`src/design/pmcg_pkg.sv`:
```
/*
  Package for the peripheral clock gating block: register offsets, field
  layouts, reset values and the carrier types shared by the design files.
  Assumes a 32-bit classic Wishbone bus with byte addressing.
*/
package pmcg_pkg;

  // ***************************************************************
  // Sizes
  // ***************************************************************
  localparam int unsigned PMCG_NUM_REGS = 4;
  localparam int unsigned PMCG_REG_W    = 16;
  localparam int unsigned PMCG_ADR_W    = 8;

  // ***************************************************************
  // Register byte offsets
  // ***************************************************************
  localparam logic [7:0] PERIPH_GATE_CTRL_1_OFS = 8'h00;
  localparam logic [7:0] PERIPH_GATE_CTRL_2_OFS = 8'h04;
  localparam logic [7:0] PERIPH_GATE_CTRL_3_OFS = 8'h08;
  localparam logic [7:0] PERIPH_GATE_CTRL_4_OFS = 8'h0c;
  localparam logic [7:0] PMCG_STATUS_OFS        = 8'h10;

  // ***************************************************************
  // Reset values and implemented-bit masks
  // ***************************************************************
  localparam logic [15:0] PMCG_GATE_RESET = 16'h0000;
  // Timers 15..11, I2C1 7, UART2 6, UART1 5, SPI2 4, SPI1 3, ADC 0
  localparam logic [15:0] PMCG_IMPL_1 = 16'hf8f9;
  // Input capture 13..8, output compare 5..0
  localparam logic [15:0] PMCG_IMPL_2 = 16'h3f3f;
  // Comparator 10, PMP 8, CRC 7, DAC 6, UART3 3, I2C3 2, I2C2 1
  localparam logic [15:0] PMCG_IMPL_3 = 16'h05ce;
  // UART4 5, ref clock out 3, charge timer 2, voltage detect 1, USB 0
  localparam logic [15:0] PMCG_IMPL_4 = 16'h002f;

  // Units that have no functional enable of their own
  localparam logic [15:0] PMCG_NOFUNC_1 = 16'h0000;
  localparam logic [15:0] PMCG_NOFUNC_2 = 16'h3f3f;
  localparam logic [15:0] PMCG_NOFUNC_3 = 16'h0000;
  localparam logic [15:0] PMCG_NOFUNC_4 = 16'h0000;

  // ***************************************************************
  // Field positions
  // ***************************************************************
  localparam int unsigned TIMER5_GATE_OFF_BIT        = 15;
  localparam int unsigned TIMER1_GATE_OFF_BIT        = 11;
  localparam int unsigned I2C_FIRST_GATE_OFF_BIT     = 7;
  localparam int unsigned ADC_GATE_OFF_BIT           = 0;
  localparam int unsigned INCAP6_GATE_OFF_BIT        = 13;
  localparam int unsigned INCAP1_GATE_OFF_BIT        = 8;
  localparam int unsigned OUTCMP6_GATE_OFF_BIT       = 5;
  localparam int unsigned OUTCMP1_GATE_OFF_BIT       = 0;
  localparam int unsigned COMPARATOR_GATE_OFF_BIT    = 10;
  localparam int unsigned USB_CTRL_GATE_OFF_BIT      = 0;
  localparam int unsigned PMCG_STAT_IDLE_BIT         = 0;

  // ***************************************************************
  // Carrier types
  // ***************************************************************
  typedef logic [PMCG_NUM_REGS-1:0][PMCG_REG_W-1:0] pmcg_vec_t;

  typedef struct packed {
    logic [PMCG_ADR_W-1:0] adr;
    logic [31:0]           dat;
    logic [3:0]            sel;
    logic                  we;
  } pmcg_wb_req_t;

  typedef struct packed {
    logic [PMCG_REG_W-1:0] data;
    logic [PMCG_REG_W-1:0] lanes;
  } pmcg_wr_t;

endpackage

```
`src/design/pmcg_gate_bank.sv`:
```
/*
  One 16-bit gate control register with its per-unit clock enable,
  register access and functional run outputs, all from flip-flops.
  Assumes writes arrive as a one-cycle strobe in the system clock domain.
*/
`timescale 1ns/1ps
module pmcg_gate_bank
  import pmcg_pkg::*;
#(
  parameter logic [15:0] IMPL_MASK   = 16'hffff,
  parameter logic [15:0] NOFUNC_MASK = 16'h0000
) (
  // Clock and reset
  input  wire logic        clk,
  input  wire logic        rstn,
  // Register write
  input  wire logic        wr_en,
  input  wire pmcg_wr_t    wr,
  // Unit side inputs
  input  wire logic [15:0] module_function_enable,
  input  wire logic [15:0] module_stop_in_idle,
  input  wire logic        cpu_idle,
  // Outputs
  output logic [15:0]      gate_reg,
  output logic [15:0]      clk_en_reg,
  output logic [15:0]      access_reg,
  output logic [15:0]      run_reg
);

  // ***************************************************************
  // Next values
  // ***************************************************************
  logic [15:0] gate_next;
  logic [15:0] idle_stop;
  logic [15:0] func_ok;
  logic [15:0] run_next;

  // Only implemented bits in enabled lanes take the written value
  assign gate_next = wr_en ?
    ((gate_reg & ~wr.lanes) | (wr.data & wr.lanes)) & IMPL_MASK
    : gate_reg;
  // Stop-in-idle only bites while the core sits in Idle
  assign idle_stop = {16{cpu_idle}} & module_stop_in_idle;
  // Units without an enable bit are run by gating and idle stop alone
  assign func_ok   = module_function_enable | NOFUNC_MASK;
  assign run_next  = ~gate_next & func_ok & ~idle_stop & IMPL_MASK;

  // ***************************************************************
  // Registers
  // ***************************************************************
  // Enables follow the next value so gating acts on the next cycle
  always_ff @(posedge clk or negedge rstn) begin
    if (!rstn) begin
      gate_reg   <= PMCG_GATE_RESET;
      clk_en_reg <= IMPL_MASK;
      access_reg <= IMPL_MASK;
      run_reg    <= 16'h0000;
    end else begin
      gate_reg   <= gate_next;
      clk_en_reg <= ~gate_next & IMPL_MASK;
      access_reg <= ~gate_next & IMPL_MASK;
      run_reg    <= run_next;
    end
  end

endmodule

```
`src/design/pmcg_top.sv`:
```
/*
  Peripheral clock gating controller: four gate control registers over a
  classic Wishbone slave, per-unit clock enables, register access enables
  and functional run enables.
  Assumes one 10 MHz system clock, asynchronous active-low reset, and that
  unit-side enable and idle signals come from logic on the same clock.
*/
`timescale 1ns/1ps
module pmcg_top
  import pmcg_pkg::*;
(
  // Clock and reset
  input  wire logic        clk,
  input  wire logic        rstn,
  // Wishbone slave
  input  wire logic        wb_cyc_i,
  input  wire logic        wb_stb_i,
  input  wire logic        wb_we_i,
  input  wire logic [7:0]  wb_adr_i,
  input  wire logic [31:0] wb_dat_i,
  input  wire logic [3:0]  wb_sel_i,
  output logic [31:0]      wb_dat_o,
  output logic             wb_ack_o,
  // Unit side status
  input  wire pmcg_vec_t   module_function_enable,
  input  wire pmcg_vec_t   module_stop_in_idle,
  input  wire logic        cpu_idle,
  // Per-unit enables
  output pmcg_vec_t        module_clk_en,
  output pmcg_vec_t        module_reg_access,
  output pmcg_vec_t        module_run
);

  // ***************************************************************
  // Bus decode
  // ***************************************************************
  pmcg_wb_req_t req;
  logic         ack_reg;
  logic [31:0]  dat_reg;
  logic         bus_act;
  logic         wr_go;
  logic [3:0]   hit;
  logic         hit_stat;
  pmcg_wr_t     wr;
  pmcg_vec_t    gate_q;
  logic [31:0]  rd_next;

  // Gather the request fields
  assign req      = '{adr: wb_adr_i, dat: wb_dat_i,
                      sel: wb_sel_i, we: wb_we_i};
  assign bus_act  = wb_cyc_i & wb_stb_i;
  // Writes land on the edge where the master sees ack
  assign wr_go    = bus_act & req.we & ack_reg;
  assign hit[0]   = req.adr == PERIPH_GATE_CTRL_1_OFS;
  assign hit[1]   = req.adr == PERIPH_GATE_CTRL_2_OFS;
  assign hit[2]   = req.adr == PERIPH_GATE_CTRL_3_OFS;
  assign hit[3]   = req.adr == PERIPH_GATE_CTRL_4_OFS;
  assign hit_stat = req.adr == PMCG_STATUS_OFS;
  // Byte lanes 0 and 1 cover the 16-bit register; upper lanes unused
  assign wr.data  = req.dat[15:0];
  assign wr.lanes = {{8{req.sel[1]}}, {8{req.sel[0]}}};

  // Read multiplexer; unmapped addresses read zero
  always_comb begin
    rd_next = 32'h0000_0000;
    for (int i = 0; i < PMCG_NUM_REGS; i++) begin
      if (hit[i]) begin
        rd_next = {16'h0000, gate_q[i]};
      end
    end
    if (hit_stat) begin
      rd_next[PMCG_STAT_IDLE_BIT] = cpu_idle;
    end
  end

  // ***************************************************************
  // Bus answer
  // ***************************************************************
  // One wait state; ack falls in the cycle after it was given
  always_ff @(posedge clk or negedge rstn) begin
    if (!rstn) begin
      ack_reg <= 1'b0;
      dat_reg <= 32'h0000_0000;
    end else begin
      ack_reg <= bus_act & ~ack_reg;
      if (bus_act & ~ack_reg) begin
        dat_reg <= rd_next;
      end
    end
  end

  assign wb_ack_o = ack_reg;
  assign wb_dat_o = dat_reg;

  // ***************************************************************
  // Gate registers, one bank per control register
  // ***************************************************************
  // First register: timers, serial units and ADC
  pmcg_gate_bank #(
    .IMPL_MASK   (PMCG_IMPL_1),
    .NOFUNC_MASK (PMCG_NOFUNC_1)
  ) u_bank1 (
    .clk                    (clk),
    .rstn                   (rstn),
    .wr_en                  (wr_go & hit[0]),
    .wr                     (wr),
    .module_function_enable (module_function_enable[0]),
    .module_stop_in_idle    (module_stop_in_idle[0]),
    .cpu_idle               (cpu_idle),
    .gate_reg               (gate_q[0]),
    .clk_en_reg             (module_clk_en[0]),
    .access_reg             (module_reg_access[0]),
    .run_reg                (module_run[0])
  );

  // Second register: capture and compare, no function enables
  pmcg_gate_bank #(
    .IMPL_MASK   (PMCG_IMPL_2),
    .NOFUNC_MASK (PMCG_NOFUNC_2)
  ) u_bank2 (
    .clk                    (clk),
    .rstn                   (rstn),
    .wr_en                  (wr_go & hit[1]),
    .wr                     (wr),
    .module_function_enable (module_function_enable[1]),
    .module_stop_in_idle    (module_stop_in_idle[1]),
    .cpu_idle               (cpu_idle),
    .gate_reg               (gate_q[1]),
    .clk_en_reg             (module_clk_en[1]),
    .access_reg             (module_reg_access[1]),
    .run_reg                (module_run[1])
  );

  // Third register: analog helpers, PMP, CRC and extra serial units
  pmcg_gate_bank #(
    .IMPL_MASK   (PMCG_IMPL_3),
    .NOFUNC_MASK (PMCG_NOFUNC_3)
  ) u_bank3 (
    .clk                    (clk),
    .rstn                   (rstn),
    .wr_en                  (wr_go & hit[2]),
    .wr                     (wr),
    .module_function_enable (module_function_enable[2]),
    .module_stop_in_idle    (module_stop_in_idle[2]),
    .cpu_idle               (cpu_idle),
    .gate_reg               (gate_q[2]),
    .clk_en_reg             (module_clk_en[2]),
    .access_reg             (module_reg_access[2]),
    .run_reg                (module_run[2])
  );

  // Fourth register: UART4, clock out, charge timer, detector, USB
  pmcg_gate_bank #(
    .IMPL_MASK   (PMCG_IMPL_4),
    .NOFUNC_MASK (PMCG_NOFUNC_4)
  ) u_bank4 (
    .clk                    (clk),
    .rstn                   (rstn),
    .wr_en                  (wr_go & hit[3]),
    .wr                     (wr),
    .module_function_enable (module_function_enable[3]),
    .module_stop_in_idle    (module_stop_in_idle[3]),
    .cpu_idle               (cpu_idle),
    .gate_reg               (gate_q[3]),
    .clk_en_reg             (module_clk_en[3]),
    .access_reg             (module_reg_access[3]),
    .run_reg                (module_run[3])
  );

endmodule

```
`config.mk`:
```
export PLATFORM = sky130hd
export DESIGN_NAME = pmcg_top
export DESIGN_NICKNAME = d
export VERILOG_FILES = /design/src/design/pmcg_pkg.sv /design/src/design/pmcg_gate_bank.sv /design/src/design/pmcg_top.sv
export SDC_FILE = /design/constraint.sdc
export NUM_CORES = 1
export LEC_CHECK = 0
export BUFFER_PORTS_ARGS = -buffer_cell sky130_fd_sc_hd__buf_4
export CORE_AREA = 2 2 157 159
export DETAILED_ROUTE_END_ITERATION = 8
export DIE_AREA = 0 0 159 161
export SLEW_MARGIN = 20
export SYNTH_ARGS = -nofsm -noshare
export SYNTH_HDL_FRONTEND = slang
export SYNTH_HIERARCHICAL = 1
export SYNTH_SLANG_ARGS = --single-unit
export TNS_END_PERCENT = 100
```
`constraint.sdc`:
```
create_clock -name clk -period 3 [get_ports clk]
set_clock_uncertainty 0.05 [all_clocks]
set_input_delay 0.6 -clock clk [delete_from_list [all_inputs] [get_ports clk]]
set_output_delay 0.6 -clock clk [all_outputs]
set_load 0.05 [all_outputs]
```
==> results of run 1 <==
-- power groups by stage --
stage / sequential (mW) / clock, mW / combinational [mW]
after detailed placement: 1.89 / 0 / 0.759
final: 1.86 / 2.34 / 0.754
after global routing: 1.86 / 2.51 / 0.794
after floorplan: 2.01 / 0 / 0.510
after global placement: 1.89 / 0 / 0.756
after CTS: 1.86 / 2.42 / 0.760
-- cells by family after synthesis --
logic type	after synthesis	synth area share (%)
and+or+nand+nor	135	11.5
AOI/OAI and AO/OA	175	21.3
other	5	0.267
muxes	1	0.160
DFF	134	48.3
buffers and inverters	176	18.4
-- critical path, stage by stage --
cell and delay (ns):
buf_4 0.11, or3_4 0.39, or4_4 0.53, nor4_2 0.42, buf_4 0.30, nand2_1 0.12
a21o_2 0.24
-- per-layer routing --
layer  vias to the layer above  GRT usage (%)
met5                         -              0
met3                        23           3.54
li1                       2303              -
met2                       193           22.5
met1                      2388           17.3
met4                         0           5.37
-- synth_stat cells, types with 2 or more instances --
| cell | count |
|---|---|
| nor3_1 | 2 |
| nor2_1 | 5 |
| a21o_2 | 13 |
| nand2_4 | 2 |
| a211o_1 | 14 |
| and3_2 | 25 |
| nor2b_1 | 16 |
| a21o_1 | 22 |
| clkbuf_1 | 9 |
| a211oi_2 | 22 |
| nand2_1 | 48 |
| nand2_2 | 5 |
| o22ai_1 | 2 |
| dfstp_2 | 35 |
| nand2b_1 | 3 |
| conb_1 | 5 |
| dfrtp_1 | 99 |
| o221ai_1 | 14 |
| a21bo_2 | 23 |
| and2b_2 | 7 |
| and3_4 | 4 |
| a211oi_1 | 2 |
| nor4_1 | 3 |
| buf_2 | 4 |
| a21oi_1 | 35 |
| and3_1 | 6 |
| o21ai_0 | 14 |
| a221oi_2 | 12 |
| buf_6 | 6 |
| buf_4 | 155 |
| and2b_1 | 4 |
-- cells in the final DEF (no fill, tap or decap), types with 2 or more instances in the layout --
cell type  count
a211o_1       14
a211oi_1       2
a211oi_2      22
a21bo_2       23
a21o_1        22
a21o_2        13
a21oi_1       35
a221oi_2      12
and2b_1        4
and2b_2        7
and3_1         6
and3_2        25
and3_4         4
buf_4        224
bufinv_16      5
clkbuf_16     17
clkbuf_8       3
clkinv_2       2
conb_1       120
dfrtp_1       99
dfstp_2       35
inv_6          2
nand2_1       48
nand2_2        5
nand2_4        2
nand2b_1       3
nor2_1         4
nor2b_1       16
nor3_1         2
nor4_2         2
o21ai_0       14
o221ai_1      14
o22ai_1        2
-- cell type report --
cell class,instances,area (µm²)
Sequential cell,134,3400
Multi-Input combinational cell,431,2780
Clock inverter,11,194
Inverter,1,3.75
Tap cell,324,405
Clock buffer,21,470
Timing Repair Buffer,226,1710
Fill cell,2429,15000
-- metrics by stage --
stage                     util, %  area (µm²)  hold WS [ns]  total power, mW
final                        37.4        8970         0.102             4.96
after global routing         37.4        8970         0.128             5.16
after CTS                    37.4        8970         0.130             5.04
after detailed placement     34.6        8300         0.417             2.65
after global placement       34.6        8300         0.407             2.64
after floorplan                 -        7460         0.254             2.52
-- worst paths after layout --
check / to / slack [ns]
max in group asynchronous: u_bank2/clk_en_reg[0] / 1.95
hold / removal: u_bank1/run_reg[11] / 0.10
min in group clk: u_bank2/run_reg[5] / 0.31
setup reg to reg: u_bank2/gate_reg[0] / 0.89
hold reg to reg: u_bank1/clk_en_reg[12] / 0.42
setup / recovery: u_bank2/gate_reg[0] / 0.54
==> results.py, run 1 <==
metrics = {
    "sta": {
        "min_period_ns": 2.46,
        "slew_violations": 0,
        "clock.fmax_mhz": 406,
        "setup_tns_ns": 0,
        "slew_headroom_pct": 58.7,
        "tightest_slew_ns": 0.619,
        "hold_viol": 0,
        "grt_setup_unrepaired": "false",
        "post-route-period-util_pct": 82.0,
        "setup_viol": 0,
        "setup_slack_ns": 0.539,
    },
    "global_routing": {
        "grt_pass1_wl_um": 27000,
        "antenna_found_initial": 0,
        "grt_max_degree": 63,
        "grt_overflow": 0,
        "grt_pass1_vias": 4767,
        "grtUsageTotal_pct": 13.7,
    },
    "floorplanning": {
        "core_area_um2": 24000,
        "die_w_um": 159,
        "io_pins": 403,
        "initial_core_util_pct": 29.3,
        "die_y_um": 161,
        "dieArea_um2": 25600,
        "rows": 57,
    },
    "logic_synthesis": {
        "synth_top_cell_by_area": "dfrtp_1",
        "synth_top_flop_cell": "dfrtp_1",
        "netlist_area_um2": 7030,
        "syn_inst": 626,
        "syn_area_per_cell_um2": 11.2,
        "async_flop_share_pct": 100,
        "synth_seq_cells": 134,
        "synthTopCellsByArea": "dfrtp_1 (35%), buf_4 (17%), dfstp_2 (13%)",
        "yosys_warnings": 6,
        "ys_types": 41,
        "synth-edff-count": 0,
        "ys_seq_area_share_pct": 48.3,
        "synth_top_area_share_pct": 35.2,
    },
    "pwr": {
        "internal-power_mw": 3.58,
        "peakVddDrop_mv": 0.311,
        "p_sw_share_pct": 27.8,
        "p_seq_share_pct": 37.5,
        "p_per_area_nw_per_um2": 553,
        "comb_power_share_pct": 15.2,
        "power_frac_clock_pct": 47.3,
        "p_sw_mw": 1.38,
        "power_leakage_nw": 4.57,
    },
    "place": {
        "placed_cells": 1116,
        "place_ws_ns": 0.0358,
        "portBuffers": 211,
        "dp_hpwl_um": 12500,
        "place_congestion": 0.725,
    },
    "detailed_routing": {
        "drtIter0Drc": 161,
        "vias": 4907,
        "wl_met2_um": 8600,
        "ant_nets": 0,
        "top_layer": "met4",
        "routed-wl-met3_um": 1100,
        "drcViolationCount": 0,
        "wl_um": 17600,
        "drtPass1Iterations": 4,
        "wl_per_cell_um": 15.3,
        "met1Wirelength_um": 7580,
        "viasPerCell": 4.27,
    },
    "cts": {
        "cts_sinks": 134,
        "clk_pin_slew_ns": 0.06,
        "post_cts_buffers": 0,
        "clockBufferDepth": 2,
        "cts_tree": "yes",
        "insertion_delay_ns": 0.41,
        "cts-root-buf": "clkbuf_16",
        "htree_num_levels": 4,
        "cts_buffers": 17,
        "cts.repair.resized": 0,
        "ctsHoldBuffers": 0,
    },
    "finish": {
        "final_cells": 1148,
        "area_delta_synth_final_pct": 27.5,
        "drive_above_1_share_pct": 50.0,
        "n_antenna_cell": 0,
        "nets": 989,
    },
    "worst_setup_path": {
        "r2r_start": "wb_ack_o",
        "critical_path_required_ns": 3.26,
        "r2r_cells": 6,
        "cp_max_fo": 12,
        "startpoint": "wb_adr_i[5]",
        "critPathArrivalTime_ns": 2.72,
        "start_kind": "input port",
        "endpoint_kind": "flip-flop",
        "critical_path_class": "in2reg",
    },
    "hold_path": {
        "hp-class": "in2async",
    },
    "job": {
        "maxCapViolations": 0,
    },
    "status": {
        "status": "finished clean",
    },
}
(Power assumes the default switching activity.)
==> inputs of run 2 (changes only) <==
==> constraint.sdc (replaced) <==
create_clock -name clk -period 2.1 [get_ports clk]
set_clock_uncertainty 0.05 [all_clocks]
set_input_delay 0.42 -clock clk [delete_from_list [all_inputs] [get_ports clk]]
set_output_delay 0.42 -clock clk [all_outputs]
set_load 0.05 [all_outputs]
==> results.py, run 2 (same netlist as run 1, synthesis figures left out) <==
metrics = {
    "status": {
        "status": "finished clean",
    },
    "detailed_routing": {
        "wl_per_cell_um": 15.5,
        "drcViolationCount": 0,
        "ant_nets": 0,
        "drtIter0Drc": 185,
        "vias": 4858,
        "drtPass1Iterations": 4,
        "wl_um": 17900,
        "viasPerCell": 4.19,
    },
    "floorplanning": {
        "core_area_um2": 24000,
        "rows": 57,
        "die_w_um": 159,
        "io_pins": 403,
        "initial_core_util_pct": 29.3,
        "die_y_um": 161,
        "dieArea_um2": 25600,
    },
    "pwr": {
        "power_leakage_nw": 4.68,
        "peakVddDrop_mv": 0.422,
        "p_per_area_nw_per_um2": 761,
        "p_total_mw": 7.00,
    },
    "worst_setup_path": {
        "start_kind": "input port",
        "critical-path-max-stage-delay_ns": 0.54,
        "slowest_stage": "or4_4",
        "endpoint_kind": "flip-flop",
        "critical_path_required_ns": 2.35,
        "cp_max_fo": 10,
        "crit_chain": "buf_4, or3_4, or4_4, nor4_4, buf_4, buf_12, nand2_1, a21o_2",
        "r2r_cells": 7,
        "critPathArrivalTime_ns": 2.31,
        "critical_path_class": "in2reg",
        "crit_path_frequent_cell": "buf_4",
    },
    "finish": {
        "nets": 1000,
        "drive_above_1_share_pct": 51.7,
        "final_common_cell": "buf_4",
        "final_cell_mix": "buf_4 (226), conb_1 (120), dfrtp_1 (99)",
        "area_delta_synth_final_pct": 31.0,
        "fin_util_pct": 38.4,
    },
    "cts": {
        "clockBufferDepth": 2,
        "cts_buffers": 17,
        "clk_pin_slew_ns": 0.06,
        "insertion_delay_ns": 0.41,
        "cts_tree": "yes",
        "cts-root-buf": "clkbuf_16",
        "cts_sinks": 134,
        "htree_num_levels": 4,
    },
    "sta": {
        "clock.fmax_mhz": 485,
        "grt_setup_unrepaired": "false",
        "min_period_ns": 2.06,
        "setup_viol": 0,
        "hold_viol": 0,
        "post-route-period-util_pct": 98.1,
        "slew_violations": 0,
    },
    "global_routing": {
        "antenna_found_initial": 0,
        "grt_pass1_wl_um": 26900,
        "grt_overflow": 0,
        "grt_max_degree": 48,
        "grt_pass1_vias": 4695,
        "grtUsageTotal_pct": 13.8,
    },
    "job": {
        "maxCapViolations": 0,
    },
    "hold_path": {
        "hp-class": "in2reg",
        "hold_depth": 2,
    },
    "place": {
        "place_congestion": 0.686,
        "portBuffers": 211,
        "dp_hpwl_um": 12900,
    },
}
-- run 2: cell count changes in the layout (fill, tap and decap cells not counted), sizes merged --
cell / previous run / this run
clkinv: 3 / 6
dlygate4sd3: 0 / 1
clkinvlp: 1 / 2
buf: 226 / 235
diode: 0 / 1
clkbuf: 21 / 20
inv: 3 / 1
-- run 2: where the power goes --
group	total, mW	switching, mW	internal [mW]
Combinational	1.10	0.821	0.281
Clock	3.25	1.14	2.11
Sequential	2.65	0.0161	2.64
-- run 2: per-layer routing --
| layer | wire length [µm] | vias up | global-route usage (%) |
|---|---|---|---|
| li1 | - | 2332 | - |
| met1 | 8010 | 2321 | 17.7 |
| met2 | 8580 | 195 | 22.5 |
| met3 | 1130 | 10 | 3.93 |
| met4 | 204 | 0 | 4.42 |
| met5 | 0 | - | 0 |
-- run 2: worst paths after layout --
| kind | slack, ns | end | from |
|---|---|---|---|
| max in group asynchronous | 0.88 | u_bank1/clk_en_reg[5] | rstn |
| hold / removal | 0.13 | u_bank2/run_reg[4] | module_stop_in_idle[20] |
| min in group asynchronous | 0.44 | u_bank1/run_reg[12] | rstn |
| setup / recovery | 0.04 | u_bank2/gate_reg[5] | wb_adr_i[5] |
| setup reg to reg | 0.21 | u_bank2/gate_reg[5] | wb_ack_o |
| hold reg to reg | 0.42 | u_bank3/clk_en_reg[2] | u_bank3/gate_reg[2] |
-- run 2: stage by stage --
stage	setup TNS (ns)	worst slack, ns	instance area [µm²]	hold slack (ns)	cells
4_1_cts	0	0.0168	9160	0.108	1156
3_5_place_dp	-41.27	-0.480	8510	0.328	1123
5_1_grt	0	0.000119	9210	0.101	1159
2_1_floorplan	-12.65	-0.200	7540	0.0744	741
6_report	0	0.0389	9210	0.130	1160
3_3_place_gp	-39.10	-0.442	8510	0.324	1123
-- run 2: area by class of cell --
cell class	instances	area, µm²
fill	2365	14800
sequential	134	3400
multi-input combinational	431	2860
timing repair buffer	237	1900
clock buffer	19	433
tap	324	405
clock inverter	13	206
inverter	1	3.75
antenna	1	2.50
-- run 2: what timing repair did --
item / 4_1_cts / 5_1_grt
gates cloned: 0 / 1
gates resized for setup: 0 / 1
hold endpoints to repair: 28 / 0
hold buffers: 1 / 0
buffers inserted: 0 / 2
setup endpoints to repair: 10 / 13
pin swaps: 1 / 0
-- run 2: critical path, delay by kind of cell --
kind	cells	cell delay, ns
compound gates	1	0.23
buf+inv	3	0.43
simple gates	4	1.20
